## src/cfpc_pkg.sv

```systemverilog
// Shared constants and types for the flags and program counter core.
package cfpc_pkg;

  // ----------------------------------------------------------------
  // Register offsets in the system register area
  // ----------------------------------------------------------------
  localparam logic [7:0] ADDR_LOOKUP = 8'h82; // Lookup result register.
  localparam logic [7:0] ADDR_PTR_LO = 8'h83; // Pointer, location byte.
  localparam logic [7:0] ADDR_PTR_HI = 8'h84; // Pointer, bank byte.
  localparam logic [7:0] ADDR_FLAGS = 8'h86; // Program status flags.
  localparam logic [7:0] IMM_LO = 8'h80; // First immediate-writable register.
  localparam logic [7:0] IMM_HI = 8'h87; // Last immediate-writable register.

  // ----------------------------------------------------------------
  // Field positions of the program status flags
  // ----------------------------------------------------------------
  localparam int FLG_CAUSE_HI = 7; // Reset cause, upper bit.
  localparam int FLG_CAUSE_LO = 6; // Reset cause, lower bit.
  localparam int FLG_V36 = 5; // High threshold voltage flag.
  localparam int FLG_V24 = 4; // Middle threshold voltage flag.
  localparam int FLG_C = 2; // Carry flag.
  localparam int FLG_DC = 1; // Half carry flag.
  localparam int FLG_Z = 0; // Zero flag.

  // ----------------------------------------------------------------
  // Reset cause codes
  // ----------------------------------------------------------------
  localparam logic [1:0] CAUSE_WDT = 2'h0; // Watchdog timeout.
  localparam logic [1:0] CAUSE_RSVD = 2'h1; // Reserved code.
  localparam logic [1:0] CAUSE_LVD = 2'h2; // Low-voltage reset.
  localparam logic [1:0] CAUSE_EXT = 2'h3; // External reset pin.

  // ----------------------------------------------------------------
  // Counter geometry and data constants
  // ----------------------------------------------------------------
  localparam int PC_W = 11; // Program counter width.
  localparam int PCH_W = 3; // High byte width.
  localparam logic [10:0] PC_RESET = 11'h000; // Counter after reset.
  localparam logic [7:0] BYTE_FF = 8'hFF; // Increment wrap source.
  localparam logic [7:0] BYTE_01 = 8'h01; // Decrement wrap source.
  localparam logic [3:0] NIB_ONE = 4'h1; // Single step.
  localparam logic [3:0] NIB_TWO = 4'h2; // Skip step.

  // One executed instruction as seen by this core.
  typedef enum logic [4:0] {
    OP_STEP, OP_ADD, OP_ADC, OP_SUB, OP_RLC, OP_RRC, OP_AND, OP_OR, OP_XOR,
    OP_CMPS, OP_INCREMENT_ACC_SKIP, OP_DECREMENT_ACC_SKIP, OP_SKIP_IF_BIT_CLEAR, OP_SKIP_IF_BIT_SET, OP_JMP, OP_ADDPCL,
    OP_ADCPCL, OP_SUBPCL, OP_MOVPCL, OP_TABLE_READ_OP
  } cfpc_op_t;

endpackage

```

## src/cfpc_alu.sv

```systemverilog
// Arithmetic unit producing a result byte and carry, half carry, zero.
`timescale 1ns/100ps
module cfpc_alu (
  input wire cfpc_pkg::cfpc_op_t op,
  input wire logic [7:0] a,
  input wire logic [7:0] b,
  input wire logic cin,
  output logic [7:0] res,
  output logic c,
  output logic dc,
  output logic z
);
  import cfpc_pkg::*;

  // ----------------------------------------------------------------
  // Result and flag generation
  // ----------------------------------------------------------------
  // Add forms share one adder; the counter-byte forms reuse it so a
  // computed jump sees exactly the carry an ordinary add would give.
  always_comb begin
    logic [8:0] sum;
    logic [4:0] nib;
    sum = '0;
    nib = '0;
    res = a;
    c = 1'b0;
    dc = 1'b0;
    unique case (op)
      OP_ADD, OP_ADC, OP_ADDPCL, OP_ADCPCL: begin
        sum = {1'b0, a} + {1'b0, b} + {8'h00, cin & (op == OP_ADC || op == OP_ADCPCL)};
        nib = {1'b0, a[3:0]} + {1'b0, b[3:0]} + {4'h0, cin & (op == OP_ADC || op == OP_ADCPCL)};
        res = sum[7:0];
        c = sum[8];
        dc = nib[4];
      end
      OP_SUB, OP_SUBPCL, OP_CMPS: begin
        // Carry means no borrow, so a compare gives carry for a >= b.
        res = a - b;
        c = (a >= b);
        dc = (a[3:0] >= b[3:0]);
      end
      OP_RLC: begin
        res = {a[6:0], cin};
        c = a[7];
      end
      OP_RRC: begin
        res = {cin, a[7:1]};
        c = a[0];
      end
      OP_AND: res = a & b;
      OP_OR: res = a | b;
      OP_XOR: res = a ^ b;
      OP_INCREMENT_ACC_SKIP: res = b + 8'h01;
      OP_DECREMENT_ACC_SKIP: res = b - 8'h01;
      default: res = a;
    endcase
    z = (res == 8'h00);
  end

endmodule

```

## src/cfpc_skip.sv

```systemverilog
// Condition evaluation for the one-address skipping instructions.
`timescale 1ns/100ps
module cfpc_skip (
  input wire cfpc_pkg::cfpc_op_t op,
  input wire logic [7:0] a,
  input wire logic [7:0] b,
  input wire logic [2:0] bit_sel,
  output logic skip
);
  import cfpc_pkg::*;

  // ----------------------------------------------------------------
  // Skip decision
  // ----------------------------------------------------------------
  // Bank-0 bit tests differ only in how the operand was fetched, so
  // they arrive here as the plain bit-test codes.
  always_comb begin
    unique case (op)
      OP_CMPS: skip = (a == b);
      OP_INCREMENT_ACC_SKIP: skip = (b == BYTE_FF);
      OP_DECREMENT_ACC_SKIP: skip = (b == BYTE_01);
      OP_SKIP_IF_BIT_CLEAR: skip = ~b[bit_sel];
      OP_SKIP_IF_BIT_SET: skip = b[bit_sel];
      default: skip = 1'b0;
    endcase
  end

endmodule

```

## src/cfpc_core.sv

```systemverilog
// Program status flags, program counter and pointer registers of the core.
//
// Overview of operation
// - Status register holds cause, voltage, carry flags.
// - Cause codes: watchdog, reserved, low-voltage, external.
// - High threshold flag follows supply when chosen.
// - Middle threshold flag follows supply when chosen.
// - Carry set on carry, no borrow, compare.
// - Half carry set on nibble carry, no borrow.
// - Zero flag set when result is zero.
// - Eleven-bit counter, split high and low, reset zero.
// - Counter advances one per executed instruction.
// - Jump loads whole destination address.
// - True skip condition advances counter by two.
// - Compare skips when accumulator equals operand.
// - Increment skips when value wraps to zero.
// - Decrement skips when one becomes zero.
// - Bit test skips on the checked value.
// - Low byte add overflow increments high byte.
// - Low byte borrow leaves high byte alone.
// - Move to low byte jumps within page.
// - Two pointer registers form indirect address.
// - Table read splits word into lookup, accumulator.
// - Immediate writes only reach working registers.
`timescale 1ns/100ps
module cfpc_core (
  input wire logic clk_sys,
  input wire logic rst,
  input wire logic [1:0] reset_cause,
  input wire logic supply_le_high,
  input wire logic supply_le_mid,
  input wire logic high_detect_option,
  input wire logic mid_detect_option,
  input wire logic [7:0] reg_addr,
  input wire logic reg_we,
  input wire logic reg_imm,
  input wire logic [7:0] reg_wdata,
  input wire logic reg_re,
  input wire logic op_valid,
  input wire cfpc_pkg::cfpc_op_t op_code,
  input wire logic [7:0] op_acc,
  input wire logic [7:0] op_operand,
  input wire logic [2:0] op_bit,
  input wire logic [10:0] op_target,
  input wire logic [15:0] rom_data,
  output logic [10:0] program_counter,
  output logic [15:0] indirect_operand,
  output logic [7:0] result_q,
  output logic acc_we_q,
  output logic [7:0] reg_rdata_q,
  output logic imm_err_q
);
  import cfpc_pkg::*;

  // ----------------------------------------------------------------
  // State
  // ----------------------------------------------------------------
  // All flip-flops of the block live in this one record.
  typedef struct packed {
    logic [PCH_W-1:0] counter_high_byte; // Counter high byte.
    logic [7:0] counter_low_byte; // Counter low byte.
    logic [7:0] lookup; // Lookup result register.
    logic [7:0] ptr_lo; // Pointer location byte.
    logic [7:0] ptr_hi; // Pointer bank byte.
    logic [1:0] cause; // Reset cause field.
    logic v36; // High threshold voltage flag.
    logic v24; // Middle threshold voltage flag.
    logic c; // Carry flag.
    logic dc; // Half carry flag.
    logic z; // Zero flag.
    logic [7:0] result; // Value for the accumulator.
    logic acc_we; // Accumulator write strobe.
    logic [7:0] rdata; // Register read data.
    logic imm_err; // Refused immediate write.
  } cfpc_state_t;

  cfpc_state_t s_q; // Registered state.
  cfpc_state_t s_d; // Next state.
  logic [7:0] alu_a; // First ALU operand.
  logic [7:0] alu_res; // ALU result.
  logic alu_c; // ALU carry out.
  logic alu_dc; // ALU half carry out.
  logic alu_z; // ALU zero out.
  logic skip; // Skip condition true.

  // ----------------------------------------------------------------
  // Helpers
  // ----------------------------------------------------------------
  // Advances the whole counter; wrap past the top is the natural one.
  function automatic logic [10:0] pc_add(input logic [10:0] pc, input logic [3:0] k);
    pc_add = pc + {7'h00, k};
  endfunction

  // Assembles the status byte as software reads it; bit 3 reads zero.
  function automatic logic [7:0] flags_byte(input cfpc_state_t s);
    flags_byte = {s.cause, s.v36, s.v24, 1'b0, s.c, s.dc, s.z};
  endfunction

  // Counter-byte add and subtract operations take the low byte as their first operand.
  assign alu_a = (op_code == OP_ADDPCL || op_code == OP_ADCPCL ||
                  op_code == OP_SUBPCL) ? s_q.counter_low_byte : op_acc;

  cfpc_alu u_alu (
    .op(op_code),
    .a(alu_a),
    .b(op_operand),
    .cin(s_q.c),
    .res(alu_res),
    .c(alu_c),
    .dc(alu_dc),
    .z(alu_z)
  );

  cfpc_skip u_skip (
    .op(op_code),
    .a(op_acc),
    .b(op_operand),
    .bit_sel(op_bit),
    .skip(skip)
  );

  // ----------------------------------------------------------------
  // Next-state logic
  // ----------------------------------------------------------------
  // Software writes are applied first and the executing instruction
  // afterwards, so a flag set by hardware in the same cycle as a
  // software write wins over it.
  always_comb begin
    logic [10:0] pc_now;
    logic [10:0] pc_nxt;
    pc_now = {s_q.counter_high_byte, s_q.counter_low_byte};
    pc_nxt = pc_now;
    s_d = s_q;
    s_d.acc_we = 1'b0;
    s_d.imm_err = 1'b0;
    // Voltage flags are read-only and only valid with their option.
    s_d.v36 = supply_le_high & high_detect_option;
    s_d.v24 = supply_le_mid & mid_detect_option;
    // Read data is captured on the strobe and then held.
    if (reg_re) begin
      unique case (reg_addr)
        ADDR_LOOKUP: s_d.rdata = s_q.lookup;
        ADDR_PTR_LO: s_d.rdata = s_q.ptr_lo;
        ADDR_PTR_HI: s_d.rdata = s_q.ptr_hi;
        ADDR_FLAGS: s_d.rdata = flags_byte(s_q);
        default: s_d.rdata = 8'h00;
      endcase
    end
    if (reg_we) begin
      if (reg_imm && (reg_addr < IMM_LO || reg_addr > IMM_HI)) begin
        // Immediate data may only land in the working registers.
        s_d.imm_err = 1'b1;
      end else begin
        unique case (reg_addr)
          ADDR_LOOKUP: s_d.lookup = reg_wdata;
          ADDR_PTR_LO: s_d.ptr_lo = reg_wdata;
          ADDR_PTR_HI: s_d.ptr_hi = reg_wdata;
          ADDR_FLAGS: begin
            s_d.cause = reg_wdata[FLG_CAUSE_HI:FLG_CAUSE_LO];
            s_d.c = reg_wdata[FLG_C];
            s_d.dc = reg_wdata[FLG_DC];
            s_d.z = reg_wdata[FLG_Z];
          end
          default: s_d.imm_err = 1'b0;
        endcase
      end
    end
    if (op_valid) begin
      pc_nxt = pc_add(pc_now, NIB_ONE);
      unique case (op_code)
        OP_ADD, OP_ADC, OP_SUB: begin
          s_d.c = alu_c;
          s_d.dc = alu_dc;
          s_d.z = alu_z;
          s_d.result = alu_res;
          s_d.acc_we = 1'b1;
        end
        OP_RLC, OP_RRC: begin
          s_d.c = alu_c;
          s_d.result = alu_res;
          s_d.acc_we = 1'b1;
        end
        OP_AND, OP_OR, OP_XOR: begin
          s_d.z = alu_z;
          s_d.result = alu_res;
          s_d.acc_we = 1'b1;
        end
        OP_CMPS, OP_SKIP_IF_BIT_CLEAR, OP_SKIP_IF_BIT_SET, OP_INCREMENT_ACC_SKIP, OP_DECREMENT_ACC_SKIP: begin
          if (op_code == OP_CMPS) begin
            s_d.c = alu_c;
            s_d.z = alu_z;
          end
          if (op_code == OP_INCREMENT_ACC_SKIP || op_code == OP_DECREMENT_ACC_SKIP) begin
            s_d.result = alu_res;
            s_d.acc_we = 1'b1;
          end
          if (skip) begin
            pc_nxt = pc_add(pc_now, NIB_TWO);
          end
        end
        OP_JMP: pc_nxt = op_target;
        OP_ADDPCL, OP_ADCPCL: begin
          s_d.c = alu_c;
          s_d.dc = alu_dc;
          s_d.z = alu_z;
          // The low-byte carry ripples into the page byte.
          pc_nxt = {s_q.counter_high_byte + {2'b00, alu_c}, alu_res};
        end
        OP_SUBPCL: begin
          s_d.c = alu_c;
          s_d.dc = alu_dc;
          s_d.z = alu_z;
          // A borrow never reaches the page byte.
          pc_nxt = {s_q.counter_high_byte, alu_res};
        end
        OP_MOVPCL: pc_nxt = {s_q.counter_high_byte, op_operand};
        OP_TABLE_READ_OP: begin
          // The pointer pair addresses the word presented on rom_data.
          s_d.lookup = rom_data[15:8];
          s_d.result = rom_data[7:0];
          s_d.acc_we = 1'b1;
        end
        default: pc_nxt = pc_add(pc_now, NIB_ONE);
      endcase
    end
    s_d.counter_high_byte = pc_nxt[10:8];
    s_d.counter_low_byte = pc_nxt[7:0];
  end

  // ----------------------------------------------------------------
  // State register
  // ----------------------------------------------------------------
  // The cause field is caught from the reset sequencer while reset is
  // held; pointers are cleared only so that simulation starts clean.
  always_ff @(posedge clk_sys) begin
    if (rst) begin
      s_q <= '0;
      s_q.cause <= reset_cause;
    end else begin
      s_q <= s_d;
    end
  end

  assign program_counter = {s_q.counter_high_byte, s_q.counter_low_byte};
  assign indirect_operand = {s_q.ptr_hi, s_q.ptr_lo};
  assign result_q = s_q.result;
  assign acc_we_q = s_q.acc_we;
  assign reg_rdata_q = s_q.rdata;
  assign imm_err_q = s_q.imm_err;
endmodule

```

## config.mk

```make
export PLATFORM = sky130hd
export DESIGN_NAME = cfpc_core
export DESIGN_NICKNAME = d
export VERILOG_FILES = /design/src/cfpc_pkg.sv /design/src/cfpc_alu.sv /design/src/cfpc_skip.sv /design/src/cfpc_core.sv
export SDC_FILE = /design/constraint.sdc
export NUM_CORES = 1
export LEC_CHECK = 0
export ABC_AREA = 1
export ABC_CLOCK_PERIOD_IN_PS = 4320
export BUFFER_PORTS_ARGS = -buffer_cell sky130_fd_sc_hd__buf_2
export CORE_ASPECT_RATIO = 1.75
export CORE_MARGIN = 2
export CORE_UTILIZATION = 54
export DETAILED_ROUTE_END_ITERATION = 8
export GPL_TIMING_DRIVEN = 0
export PLACE_DENSITY = 0.76
export SLEW_MARGIN = 20
export SYNTH_ARGS = -nofsm -noshare
export SYNTH_HDL_FRONTEND = slang
export SYNTH_HIERARCHICAL = 1
export SYNTH_SLANG_ARGS = --single-unit
```

## constraint.sdc

```tcl
create_clock -name clk_sys -period 4.32 [get_ports clk_sys]
set_input_delay 0.432 -clock clk_sys [delete_from_list [all_inputs] [get_ports clk_sys]]
set_output_delay 0.432 -clock clk_sys [all_outputs]
set_load 0.05 [all_outputs]
```

## After elaboration in Yosys (flattened, before gate mapping)

Index checks and enable logic that the tools add are counted.

| cells by class | value |
|---|---|
| mux-type cells | 33 |
| reduce and logical (&&, ||, !) cells | 25 |
| equality and inequality tests | 28 |
| add/sub/neg operators | 10 |
| bitwise gates (word level) | 12 |
| order comparisons | 5 |

Operator list:

| kind | count |
|---|---|
| one-hot mux 8 bit (9 select lines) | 1 |
| 2-to-1 mux 8 bit | 7 |
| one-hot mux 11 bit (5 select lines) | 1 |
| 2-to-1 mux 26 bit | 2 |
| == test 5 x 4 -> 1 bit (second input constant) | 8 |
| == test 8 bit (second input constant) | 5 |
| one-hot mux 8 bit (4 select lines) | 1 |
| one-hot mux 9 bit (3 select lines) | 1 |
| 2-to-1 mux 25 bit | 1 |
| == test 5 x 3 -> 1 bit (second input constant) | 4 |
| == test 5 bit (second input constant) | 4 |
| OR reduction 8 bit | 2 |
| AND reduction 3 bit | 5 |
| 2-to-1 mux 12 bit | 1 |
| adder 11 x 1 -> 11 bit (second input constant) | 1 |
| adder 11 x 2 -> 11 bit (second input constant) | 1 |
| 2-to-1 mux 11 bit | 1 |
| == test 5 x 2 -> 1 bit (second input constant) | 2 |
| adder 8 x 8 -> 9 bit | 1 |
| adder 9 x 1 -> 9 bit | 1 |
| 2-to-1 mux 3 bit | 3 |
| 2-to-1 mux 9 bit | 1 |
| OR reduction 9 bit | 1 |
| adder 8 x 1 -> 8 bit (second input constant) | 1 |
| 35 further kinds | 57 |

| storage, ports and cells | value |
|---|---|
| output and inout bits | 45 |
| logic and storage cells | 128 |
| input port bits | 79 |
| flip-flop bits (word level) | 60 |

## Logic depth before layout (Yosys ltp)

Gate-level depths: netlist (run 1).

| logic depth | value |
|---|---|
| depth after elaboration | 12 |
| mapped depth | 31 |
| mapped depth without buffers | 30 |

## Cells and area by module

The synthesis (run 1) kept the hierarchy.

Modules (own cells, without submodules):

| module | area each (µm²) | cells an instance | times used |
|---|---|---|---|
| cfpc_core | 4,257.8 | 666 | 1 |
| cfpc_alu | 2,068.2 | 409 | 1 |
| cfpc_skip | 419.2 | 93 | 1 |

## Worst setup path after synthesis (run 1)

No wires, ideal clock.

| path | value |
|---|---|
| path type | input port to flip-flop |
| start | input op_code[2] |
| end | register s_q (netlist bit program_counter[10]) |
| arrival time | 3.929 ns |
| path slack | 0.321 ns |
| cell stages on the path | 28 |
| cell sequence | buf_6 -> nor2_4 -> nand3_2 -> nand3_4 -> inv_1 -> buf_2 -> o21ai_0 -> inv_1 -> fa_1 -> fa_1 -> inv_1 -> nand2_1 -> nand2_1 -> nand4_1 -> nand2_1 -> nand2_1 -> a21oi_1 -> o21ai_0 -> nand3b_1 -> ha_1 -> ha_1 -> xor2_1 -> nand2_1 -> nand2_1 -> nor2_1 -> nand2_1 -> nand2_1 -> a21oi_1 |

| between the ends | value |
|---|---|
| longest elaborated chain between the ends | 9 |
| elaborated cells on any way between the ends | 35 |

Ends and longest elaborated chain:

| element | line | RTL |
|---|---|---|
| from (decl) | cfpc_core.sv:40 | `input wire cfpc_pkg::cfpc_op_t op_code,` |
| == test 5 x 4 -> 1 bit or == test 5 bit (tied branches) | cfpc_core.sv:100 | `assign alu_a = (op_code == OP_ADDPCL \|\| op_code == OP_ADCPCL \|\|` |
| logical OR 1 bit | cfpc_core.sv:100 |  |
| logical OR 1 bit (*) | cfpc_core.sv:100 |  |
| 2-to-1 mux 8 bit (*) | cfpc_core.sv:101 | `op_code == OP_SUBPCL) ? s_q.counter_low_byte : op_acc;` |
| named net alu_a[0] | cfpc_core.sv:79 | `logic [7:0] alu_a;` |
| adder 8 x 8 -> 9 bit | cfpc_alu.sv:30 | `sum = {1'b0, a} + {1'b0, b} + {8'h00, cin & (op == OP_ADC \|\| op == OP_ADCPCL)};` |
| adder 9 x 1 -> 9 bit | cfpc_alu.sv:30 |  |
| one-hot mux 1 bit (4 select lines) (*) | cfpc_alu.sv:28 | `unique case (op)` |
| named net alu_c | cfpc_core.sv:81 | `logic alu_c;` |
| adder 3 x 1 -> 3 bit (*) | cfpc_core.sv:207 | `pc_nxt = {s_q.counter_high_byte + {2'b00, alu_c}, alu_res};` |
| one-hot mux 11 bit (5 select lines) (*) | cfpc_core.sv:170 | `unique case (op_code)` |
| to (decl) | cfpc_core.sv:77 | `cfpc_state_t s_q;` |

The timed path passes the listed nets; every way through them passes the cells marked *.
A chain may end at the register's enable or synchronous reset.

## Worst setup path after layout (run 1)

Ends and elaborated chain as after synthesis.

==> results of run 1 <==
==> path summary, 6_finish.rpt <==
check | endpoint | slack [ns] | cells past startpoint
hold reg to reg | reg_rdata_q[4] | 0.46 | 2
hold / removal | s_q[22] | 0.31 | 3
setup / recovery | program_counter[10] | 0.21 | 29
setup reg to reg | program_counter[10] | 0.60 | 23
==> layout make-up <==
| cell class | count | area [sq um] |
|---|---|---|
| Timing Repair Buffer | 127 | 667 |
| Tap cell | 168 | 210 |
| Multi-Input combinational cell | 884 | 4550 |
| Buffer | 69 | 494 |
| Inverter | 155 | 589 |
| Sequential cell | 60 | 1220 |
| Clock inverter | 6 | 93.8 |
| Fill cell | 1297 | 4290 |
| Clock buffer | 10 | 250 |
==> synth_stat cells, drive strengths merged, types with 3 or more instances <==
master  count  area [sq um]
inv       154           581
ha         34           425
buf        61           447
nor3        8          45.0
fa          4          80.1
or2         3          18.8
a21oi      59           295
o211ai      3          22.5
nand3b      6          45.0
xor2        8          70.1
clkbuf      8          30.0
o22ai       7          43.8
nand2     356          1380
nand4      18           134
o21ai      98           505
nand3     132           713
nor2      136           584
dfxtp      58          1160
==> report_power, final <==
group	leakage [nW]	switching [mW]	internal, mW
clock network	0.164	0.292	0.544
logic	3.67	0.449	0.213
registers	0.491	0.0214	0.576
==> cell families (layout without fill, tap and decap cells) <==
logic type	after synthesis	after routing	synth area share, %
xor+xnor	10	10	1.30
fa+ha+maj	38	38	7.49
buf+inv	224	367	15.7
compound gates	175	175	13.8
simple gates	661	661	43.6
flops	60	60	18.1
==> flip-flops by register name (all words and copies together) (netlist names) <==
register and count:
program_counter 11, result_q 8, imm_err_q 1, indirect_operand 16, acc_we_q 1, reg_rdata_q 8, s_q 15
==> worst max-delay path: cells and delay by family <==
kind | cells | cell delay (ns)
XOR/XNOR | 1 | 0.15
buffers and inverters | 6 | 0.66
AO/OA/AOI/OAI | 4 | 0.51
adder cells (fa/ha/maj) | 4 | 1.15
AND/OR/NAND/NOR | 14 | 1.42
==> stage by stage <==
step,setup slack [ns],util (%)
finish,0.215,65.3
global placement,-0.935,61.2
CTS,0.0398,64.2
detailed placement,-0.960,61.2
floorplan,0.321,-
global route,0.000488,65.3
==> timing repair <==
item	CTS	global route
buffers inserted	0	6
gates resized for setup	15	29
endpoints found under the setup margin	11	4
hold endpoints to repair	0	0
pin swaps	0	11
==> per-layer routing <==
layer,global-route usage [%],share of wire (%),vias to the layer above
met4,19.1,6.1,0
li1,-,-,3982
met3,4.56,5.6,90
met2,62.0,53,345
met5,0,0,-
met1,35.3,35,3644
==> reports/qor.yml, run 1 <==
outcome:
  outcome: "finished with violations"
  violations: "DRC"
yosys:
  netlist_area_sq_mm: 0.00675
  synth_flop_cell: "dfxtp_1"
  async_reset_ff_share_pct: 0
  synth_cells: 1168
  yosysWarningCount: 6
  ys_ff_latch: 60
  ys_seq_area_share_pct: 18.1
  synth_cell_types: 47
  syn_nets: 1285
  synth_edf_count: 2
  syn_area_per_cell_sq_um: 5.78
power:
  power_density_mw_per_mm2: 260
  ir_drop_mv: 0.140
  p_leak_nw: 4.33
  total_power_mw: 2.10
placed_design:
  numPortBuffers: 121
  dpl_cell_area_sq_mm: 0.00756
  dp_cells: 1457
  dp_hpwl_mm: 18.2
  place_congestion: 0.974
floorplan:
  die_h_um: 152
  row_count: 54
  ios: 124
  die-area_sq_mm: 0.0134
  fp.dieW_um: 88.5
  core_sq_mm: 0.0124
  start_util_pct: 54.6
worst_setup_path:
  cp_max_fo: 10
  crit_path_max_incr_delay_ns: 0.41
  criticalPathCategory: "primary input to register"
  crit_start: "op_code[2]"
  cp.arrival_ns: 4.36
  rr_startpoint: "program_counter[0]"
  path_common_cell: "nand2_1"
  worstPathRequired_ns: 4.58
  crit_slowest_cell: "fa_2"
  start_kind: "primary input"
  worstSetupEndpointType: "register"
sta:
  finalCritPeriodShare_pct: 95.0
  fin_skew_ns: 0.0110
  period_needed_ns: 4.11
  hold_violations: 0
  max_slew.worst_pin.slew_ns: 0.776
  finalSetupTns_ns: 0
  rsz0062_at_grt: "no"
  finalSetupViolCount: 0
  max_freq_mhz: 244
  maxSlewViolCount: 0
  hold_ws_ns: 0.312
  relSlewSlack_pct: 48.1
finish:
  syn_to_final_growth_pct: 19.7
  n_antenna_cell: 0
  final_cell_mix: "344 x nand2_1, 143 x inv_1, 127 x buf_2, 125 x nor2_1, 125 x nand3_1"
  final_nets: 1423
  stdcell_area_sq_mm: 0.00807
  stdcell_count: 1479
  drive_gt1_share_pct: 20.2
  final_common_cell: "nand2_1"
route:
  dr.first_iter.drc_count: 464
  wl_mm: 23.1
  viasPerCell: 5.45
  detail_route.first_pass.iterations: 7
  drt-wirelength-per-cell_um: 15.6
  ant_nets: 0
  via_count: 8061
  drc_errors: 2
clock_tree:
  htreeDepth: 3
  cts_root_buffer: "clkbuf_16"
  cts_made_buffers: 9
  clk_latency_ns: 0.34
  cts_sinks: 60
  hold_buffers: 0
  cts_tree: "done"
  cts_buffer_depth: 2
  clk_pin_slew_ns: 0.06
grt:
  grt_pass1_wl_mm: 35.7
  grt_pass1_vias: 7459
  antenna_found_initial: 0
  gr-total-overflow: 0
  grtUsageTotal_pct: 33.8
  grt_max_degree: 15
hold_path:
  hp-class: "primary input to register"
  min_from: "high_detect_option"
run:
  max-cap-violations: 0
No activity file was read; power rests on OpenSTA's default activity.
==> run 2: changes to the inputs <==
--- a/config.mk
+++ b/config.mk
@@ -14,6 +14,7 @@
 export DETAILED_ROUTE_END_ITERATION = 8
 export GPL_TIMING_DRIVEN = 0
 export PLACE_DENSITY = 0.76
+export RECOVER_POWER = 50
 export SLEW_MARGIN = 20
 export SYNTH_ARGS = -nofsm -noshare
 export SYNTH_HDL_FRONTEND = slang
==> run 2 against run 1 <==
Net effect:
- the flow still finishes with violations (DRC)
- via count about the same
- worst setup slack gained 0.0064 ns
- design area is 0.64% lower
- utilization shrank 0.41 points
- global-route usage did not move
- non-clock buffer count is the same
- maximum frequency grew 0.16%
- combinational power hardly changed
- routed wire length grew 0.14%
- sequential share of layout area up 0.097 points
- sequential power is essentially flat
- critical path type unchanged
- highest routed layer unchanged
==> reports/qor.yml, run 2 (synthesis gave the netlist of run 1 again) <==
outcome:
  outcome: "finished with violations"
  violations: "DRC"
finish:
  final_util_pct: 64.9
  final_common_cell: "nand2_1"
  final_nets: 1423
  drive_gt1_share_pct: 17.1
  fillers: 1320
  stdcell_area_sq_mm: 0.00802
  n_antenna_cell: 0
  syn_to_final_growth_pct: 18.9
  largest_reg_flops: 16
  final_cell_mix: "344 x nand2_1, 143 x inv_1, 125 x nor2_1, 125 x nand3_1, 88 x o21ai_0"
clock_tree:
  cts_tree: "done"
  clk_latency_ns: 0.34
  clk_pin_slew_ns: 0.06
  htreeDepth: 3
  cts_made_buffers: 9
  cts_buffer_depth: 2
  cts_root_buffer: "clkbuf_16"
  cts_sinks: 60
power:
  power.internal_mw: 1.33
  pwr-share-seq_pct: 28.6
  p_leak_nw: 4.16
  power_density_mw_per_mm2: 261
  ir_drop_mv: 0.140
  power_frac_clock_pct: 39.9
  power_frac_comb_pct: 31.5
  switchingPower_mw: 0.760
  total_power_mw: 2.09
  p_sw_share_pct: 36.4
floorplan:
  ios: 124
  row_count: 54
  fp.dieW_um: 88.5
  start_util_pct: 54.6
  die_h_um: 152
  die-area_sq_mm: 0.0134
  core_sq_mm: 0.0124
worst_setup_path:
  cp_max_fo: 10
  cp.arrival_ns: 4.36
  crit_path_max_incr_delay_ns: 0.41
  worstSetupEndpointType: "register"
  criticalPathCategory: "primary input to register"
  worstPathRequired_ns: 4.58
  crit_slowest_cell: "fa_2"
  path_common_cell: "nand2_1"
  start_kind: "primary input"
sta:
  max_slew.worst_pin.slew_ns: 0.794
  relSlewSlack_pct: 46.9
  hold_violations: 0
  max_freq_mhz: 244
  period_needed_ns: 4.10
  rsz0062_at_grt: "no"
  worst_slack_ns: 0.221
  fin_skew_ns: 0.00985
  finalSetupViolCount: 0
  maxSlewViolCount: 0
  finalCritPeriodShare_pct: 94.9
route:
  viasPerCell: 5.45
  dr.first_iter.drc_count: 466
  wl_mm: 23.1
  via_count: 8054
  drt-wirelength-per-cell_um: 15.6
  drc_errors: 2
  ant_nets: 0
  detail_route.first_pass.iterations: 8
placed_design:
  place_congestion: 0.974
  dpl_cell_area_sq_mm: 0.00756
  place_ws_ns: -0.960
  numPortBuffers: 121
  dp_hpwl_mm: 18.2
grt:
  grtUsageTotal_pct: 33.8
  grt_pass1_vias: 7459
  antenna_found_initial: 0
  grt_max_degree: 15
  gr-total-overflow: 0
  grt_pass1_wl_mm: 35.7
hold_path:
  hp-class: "primary input to register"
run:
  max-cap-violations: 0
## run 2: cell type report
| type | count | area (sq um) | area share, % |
|---|---|---|---|
| clock inverters | 6 | 93.8 | 1.17 |
| inverters | 155 | 589 | 7.35 |
| multi-input cells | 884 | 4550 | 56.7 |
| well taps | 168 | 210 | 2.62 |
| flip-flops and latches | 60 | 1220 | 15.2 |
| plain buffers | 69 | 492 | 6.13 |
| clock buffers | 10 | 250 | 3.12 |
| repair buffers | 127 | 618 | 7.71 |
## run 2: power groups by stage
stage | clock (mW) | combinational (mW) | sequential [mW]
final | 0.834 | 0.659 | 0.597
after global routing | 0.860 | 0.723 | 0.601
after CTS | 0.831 | 0.633 | 0.597
after detailed placement | 0 | 0.623 | 0.609
after global placement | 0 | 0.619 | 0.609
after floorplan | 0 | 0.426 | 0.605
## run 2: layer usage
metal | GRT usage, % | up-vias | wire (um)
met5 | 0 | - | 0
met4 | 19.1 | 0 | 1400
met3 | 4.56 | 94 | 1470
met1 | 35.3 | 3624 | 8130
li1 | - | 3982 | -
met2 | 62.0 | 354 | 12100
## run 2: worst max-delay path: cells and delay by family
kind,cells,cell delay (ns)
fa+ha+maj,4,1.14
simple gates,14,1.44
buf+inv,6,0.66
compound gates,4,0.53
xor+xnor,1,0.15
## run 2: final timing paths
kind | start | end | slack, ns | depth (start not counted)
setup reg to reg | program_counter[0] | program_counter[10] | 0.60 | 23
setup / recovery | op_code[2] | program_counter[10] | 0.22 | 29
hold / removal | high_detect_option | s_q[22] | 0.31 | 3
hold reg to reg | reg_rdata_q[4] | reg_rdata_q[4] | 0.46 | 2
## run 2: metrics by stage
step                      TNS (ns)  instances  hold WS [ns]
final                            0       1479         0.313
after global routing             0       1479         0.327
after CTS                        0       1473         0.311
after detailed placement     -7.52       1457         0.458
after global placement       -8.01       1457         0.453
after floorplan                  0       1168         0.439
## run 2: what timing repair did
item / CTS / global route
buffers inserted: 0 / 6
gates resized for setup: 15 / 29
setup endpoints to repair: 11 / 4
hold endpoints to repair: 0 / 0
hold buffers: 0 / 0
pin swaps: 0 / 11
==> run 3: changes to the inputs <==
--- a/config.mk
+++ b/config.mk
@@ -5,7 +5,6 @@
 export SDC_FILE = /design/constraint.sdc
 export NUM_CORES = 1
 export LEC_CHECK = 0
-export ABC_AREA = 1
 export ABC_CLOCK_PERIOD_IN_PS = 4320
 export BUFFER_PORTS_ARGS = -buffer_cell sky130_fd_sc_hd__buf_2
 export CORE_ASPECT_RATIO = 1.75
@@ -13,7 +12,7 @@
 export CORE_UTILIZATION = 54
 export DETAILED_ROUTE_END_ITERATION = 8
 export GPL_TIMING_DRIVEN = 0
-export PLACE_DENSITY = 0.76
+export PLACE_DENSITY = 0.77
 export RECOVER_POWER = 50
 export SLEW_MARGIN = 20
 export SYNTH_ARGS = -nofsm -noshare
==> run 3 against run 2 <==
Net effect:
- the flow now finishes without violations
- final cell count down 26%
- synthesized cell count down 31%
- global-route usage up 0.87 points
- via count down 14%
- flip-flop and latch count unchanged
- routed wire length down 2.1%
- non-clock buffer count up 30
- clock power down 6.0%
- sequential share of layout area up 0.62 points
- utilization up 4.1 points
- highest routed layer unchanged
==> reports/qor.yml, run 3 <==
power:
  ir_drop_mv: 0.283
  p_leak_nw: 3.32
  power_density_mw_per_mm2: 266
yosys:
  synth_cell_types: 88
  ys_ff_latch: 60
  ys_seq_area_share_pct: 19.6
  syn_nets: 923
  yosysTopAreaCell: "dfxtp_1"
  synth_common_cells: "81 x nand2_1, 69 x nor2_1, 58 x dfxtp_1, 44 x buf_4, 40 x mux2i_1"
  syn_area_per_cell_sq_um: 7.71
  async_reset_ff_share_pct: 0
  yosysMostFrequentCell: "nand2_1"
  yosys-top-cells-area: "dfxtp_1 19%, ha_1 6.8%, mux2i_1 6.4%"
  netlist_area_sq_mm: 0.00622
  synth_edf_count: 2
  synth_flop_cell: "dfxtp_1"
  yosysWarningCount: 6
  synth_cells: 806
  synth_top_area_share_pct: 18.7
worst_setup_path:
  criticalPathCategory: "primary input to register"
  cp.arrival_ns: 4.55
  worstPathRequired_ns: 4.60
  start_kind: "primary input"
  cp_max_fo: 9
  worstSetupEndpointType: "register"
finish:
  syn_to_final_growth_pct: 24.0
  fillers: 1034
  final_common_cell: "buf_2"
  final_cell_mix: "78 x buf_2, 77 x nand2_1, 69 x nor2_1, 68 x buf_4, 66 x clkbuf_1"
  seq_area_sq_mm: 0.00122
  largest_reg_flops: 16
  drive_gt1_share_pct: 23.8
  multi_input_area_sq_mm: 0.00456
  final_nets: 1072
clock_tree:
  htreeDepth: 3
  cts_root_buffer: "clkbuf_16"
  cts_sinks: 60
  cts_tree: "done"
  clk_latency_ns: 0.33
  clk_pin_slew_ns: 0.06
  cts_buffer_depth: 2
  cts_made_buffers: 9
grt:
  antenna_found_initial: 2
  grt_pass1_wl_mm: 33.9
  gr-total-overflow: 0
  grt_max_degree: 21
  grt_pass1_vias: 6688
  grtUsageTotal_pct: 34.7
floorplan:
  ios: 124
  row_count: 51
  fp.dieW_um: 85.1
  die_h_um: 146
  core_sq_mm: 0.0112
  start_util_pct: 55.7
  die-area_sq_mm: 0.0124
sta:
  hold_violations: 0
  max_slew.worst_pin.slew_ns: 0.982
  finalSetupViolCount: 0
  worst_slack_ns: 0.0479
  max_freq_mhz: 234
  fin_skew_ns: 0.00461
  finalSetupTns_ns: 0
  finalCritPeriodShare_pct: 98.9
  relSlewSlack_pct: 34.0
  period_needed_ns: 4.27
  maxSlewViolCount: 0
placed_design:
  place_ws_ns: -1.12
  dp_hpwl_mm: 17.2
  numPortBuffers: 119
  place_congestion: 1.07
route:
  drt-wirelength-per-cell_um: 20.7
  via_count: 6945
  viasPerCell: 6.35
  ant_nets: 0
  wl_mm: 22.7
  drc_errors: 0
  detail_route.first_pass.iterations: 7
  dr.first_iter.drc_count: 522
run:
  max-cap-violations: 0
hold_path:
  hp-class: "primary input to register"
outcome:
  outcome: "finished clean"
## run 3: changes by cell type in the layout (fill, tap and decap cells not counted), sizes merged, moves of 14 or more
cell and change:
nand3 -117, mux2i +40, a221oi +15, o21ai -51, buf +15, clkbuf +14, nand2 -275, nor2 -65
a22oi +23, a21oi -29, inv -118
## run 3: area by class of cell
cell class,count,share of cell area [%]
Buffer,83,6.92
Multi-Input combinational cell,623,59.2
Inverter,35,1.77
Antenna cell,2,0.0649
Timing Repair Buffer,143,9.87
Tap cell,132,2.14
Clock buffer,9,2.92
Sequential cell,60,15.8
Clock inverter,7,1.27
## run 3: power by group
group          switching (mW)  internal, mW
clock                   0.277         0.508
sequential             0.0203         0.576
combinational           0.413         0.253
total                   0.710          1.34
## run 3: worst max-delay path: stages
cell and delay [ns]:
buf_6 0.13, buf_8 0.13, nor4b_4 0.34, a21o_4 0.19, nand2_4 0.08, nand2_8 0.11
inv_6 0.05, fa_2 0.38, fa_2 0.44, buf_4 0.16, buf_4 0.13, nand3b_1 0.08
a21oi_1 0.09, a22o_1 0.23, a2111o_1 0.44, or4_4 0.45, nor4_4 0.23, o41ai_2 0.13
a31oi_1 0.17, a32o_1 0.14
## run 3: per-layer routing
metal	wire length [um]	track usage, %	vias up
met4	1650	26.1	0
met3	1220	3.97	110
met2	12400	66.2	337
li1	-	-	3265
met5	0	0	-
met1	7410	32.3	3233
## run 3: logic make-up (layout without fill, tap and decap cells)
kind of cell | after synthesis | in the layout | synth area share (%)
buffers and inverters | 124 | 277 | 10.8
AND/OR/NAND/NOR | 279 | 279 | 23.5
other | 0 | 2 | 0
multiplexers | 42 | 42 | 6.80
XOR/XNOR | 22 | 22 | 3.10
flip-flops | 60 | 60 | 19.6
adder cells (fa/ha/maj) | 38 | 38 | 8.13
AO/OA/AOI/OAI | 241 | 242 | 28.0
## run 3: path summary, 6_finish.rpt
| check | from | depth (start not counted) | endpoint | slack, ns |
|---|---|---|---|---|
| setup reg to reg | program_counter[0] | 17 | s_q[18] | 0.18 |
| hold / removal | mid_detect_option | 3 | s_q[21] | 0.31 |
| hold reg to reg | reg_rdata_q[0] | 2 | reg_rdata_q[0] | 0.45 |
| setup / recovery | op_code[2] | 20 | s_q[18] | 0.05 |
## run 3: repair_timing
action	in CTS	in global routing
hold buffers	0	0
pin swaps	10	35
resized for setup	23	45
gates cloned	0	1
setup buffers	11	13
endpoints found under the setup margin	9	5
## run 3: through the flow
stage | area [sq um] | total power [mW] | std cells | hold slack [ns] | utilization [%]
floorplan | 6270 | 1.00 | 806 | 0.430 | -
global placement | 7030 | 1.19 | 1057 | 0.437 | 62.9
detailed placement | 7040 | 1.19 | 1058 | 0.442 | 63.0
CTS | 7500 | 1.99 | 1082 | 0.310 | 67.2
global route | 7710 | 2.11 | 1094 | 0.312 | 69.0
finish | 7710 | 2.05 | 1094 | 0.314 | 69.0
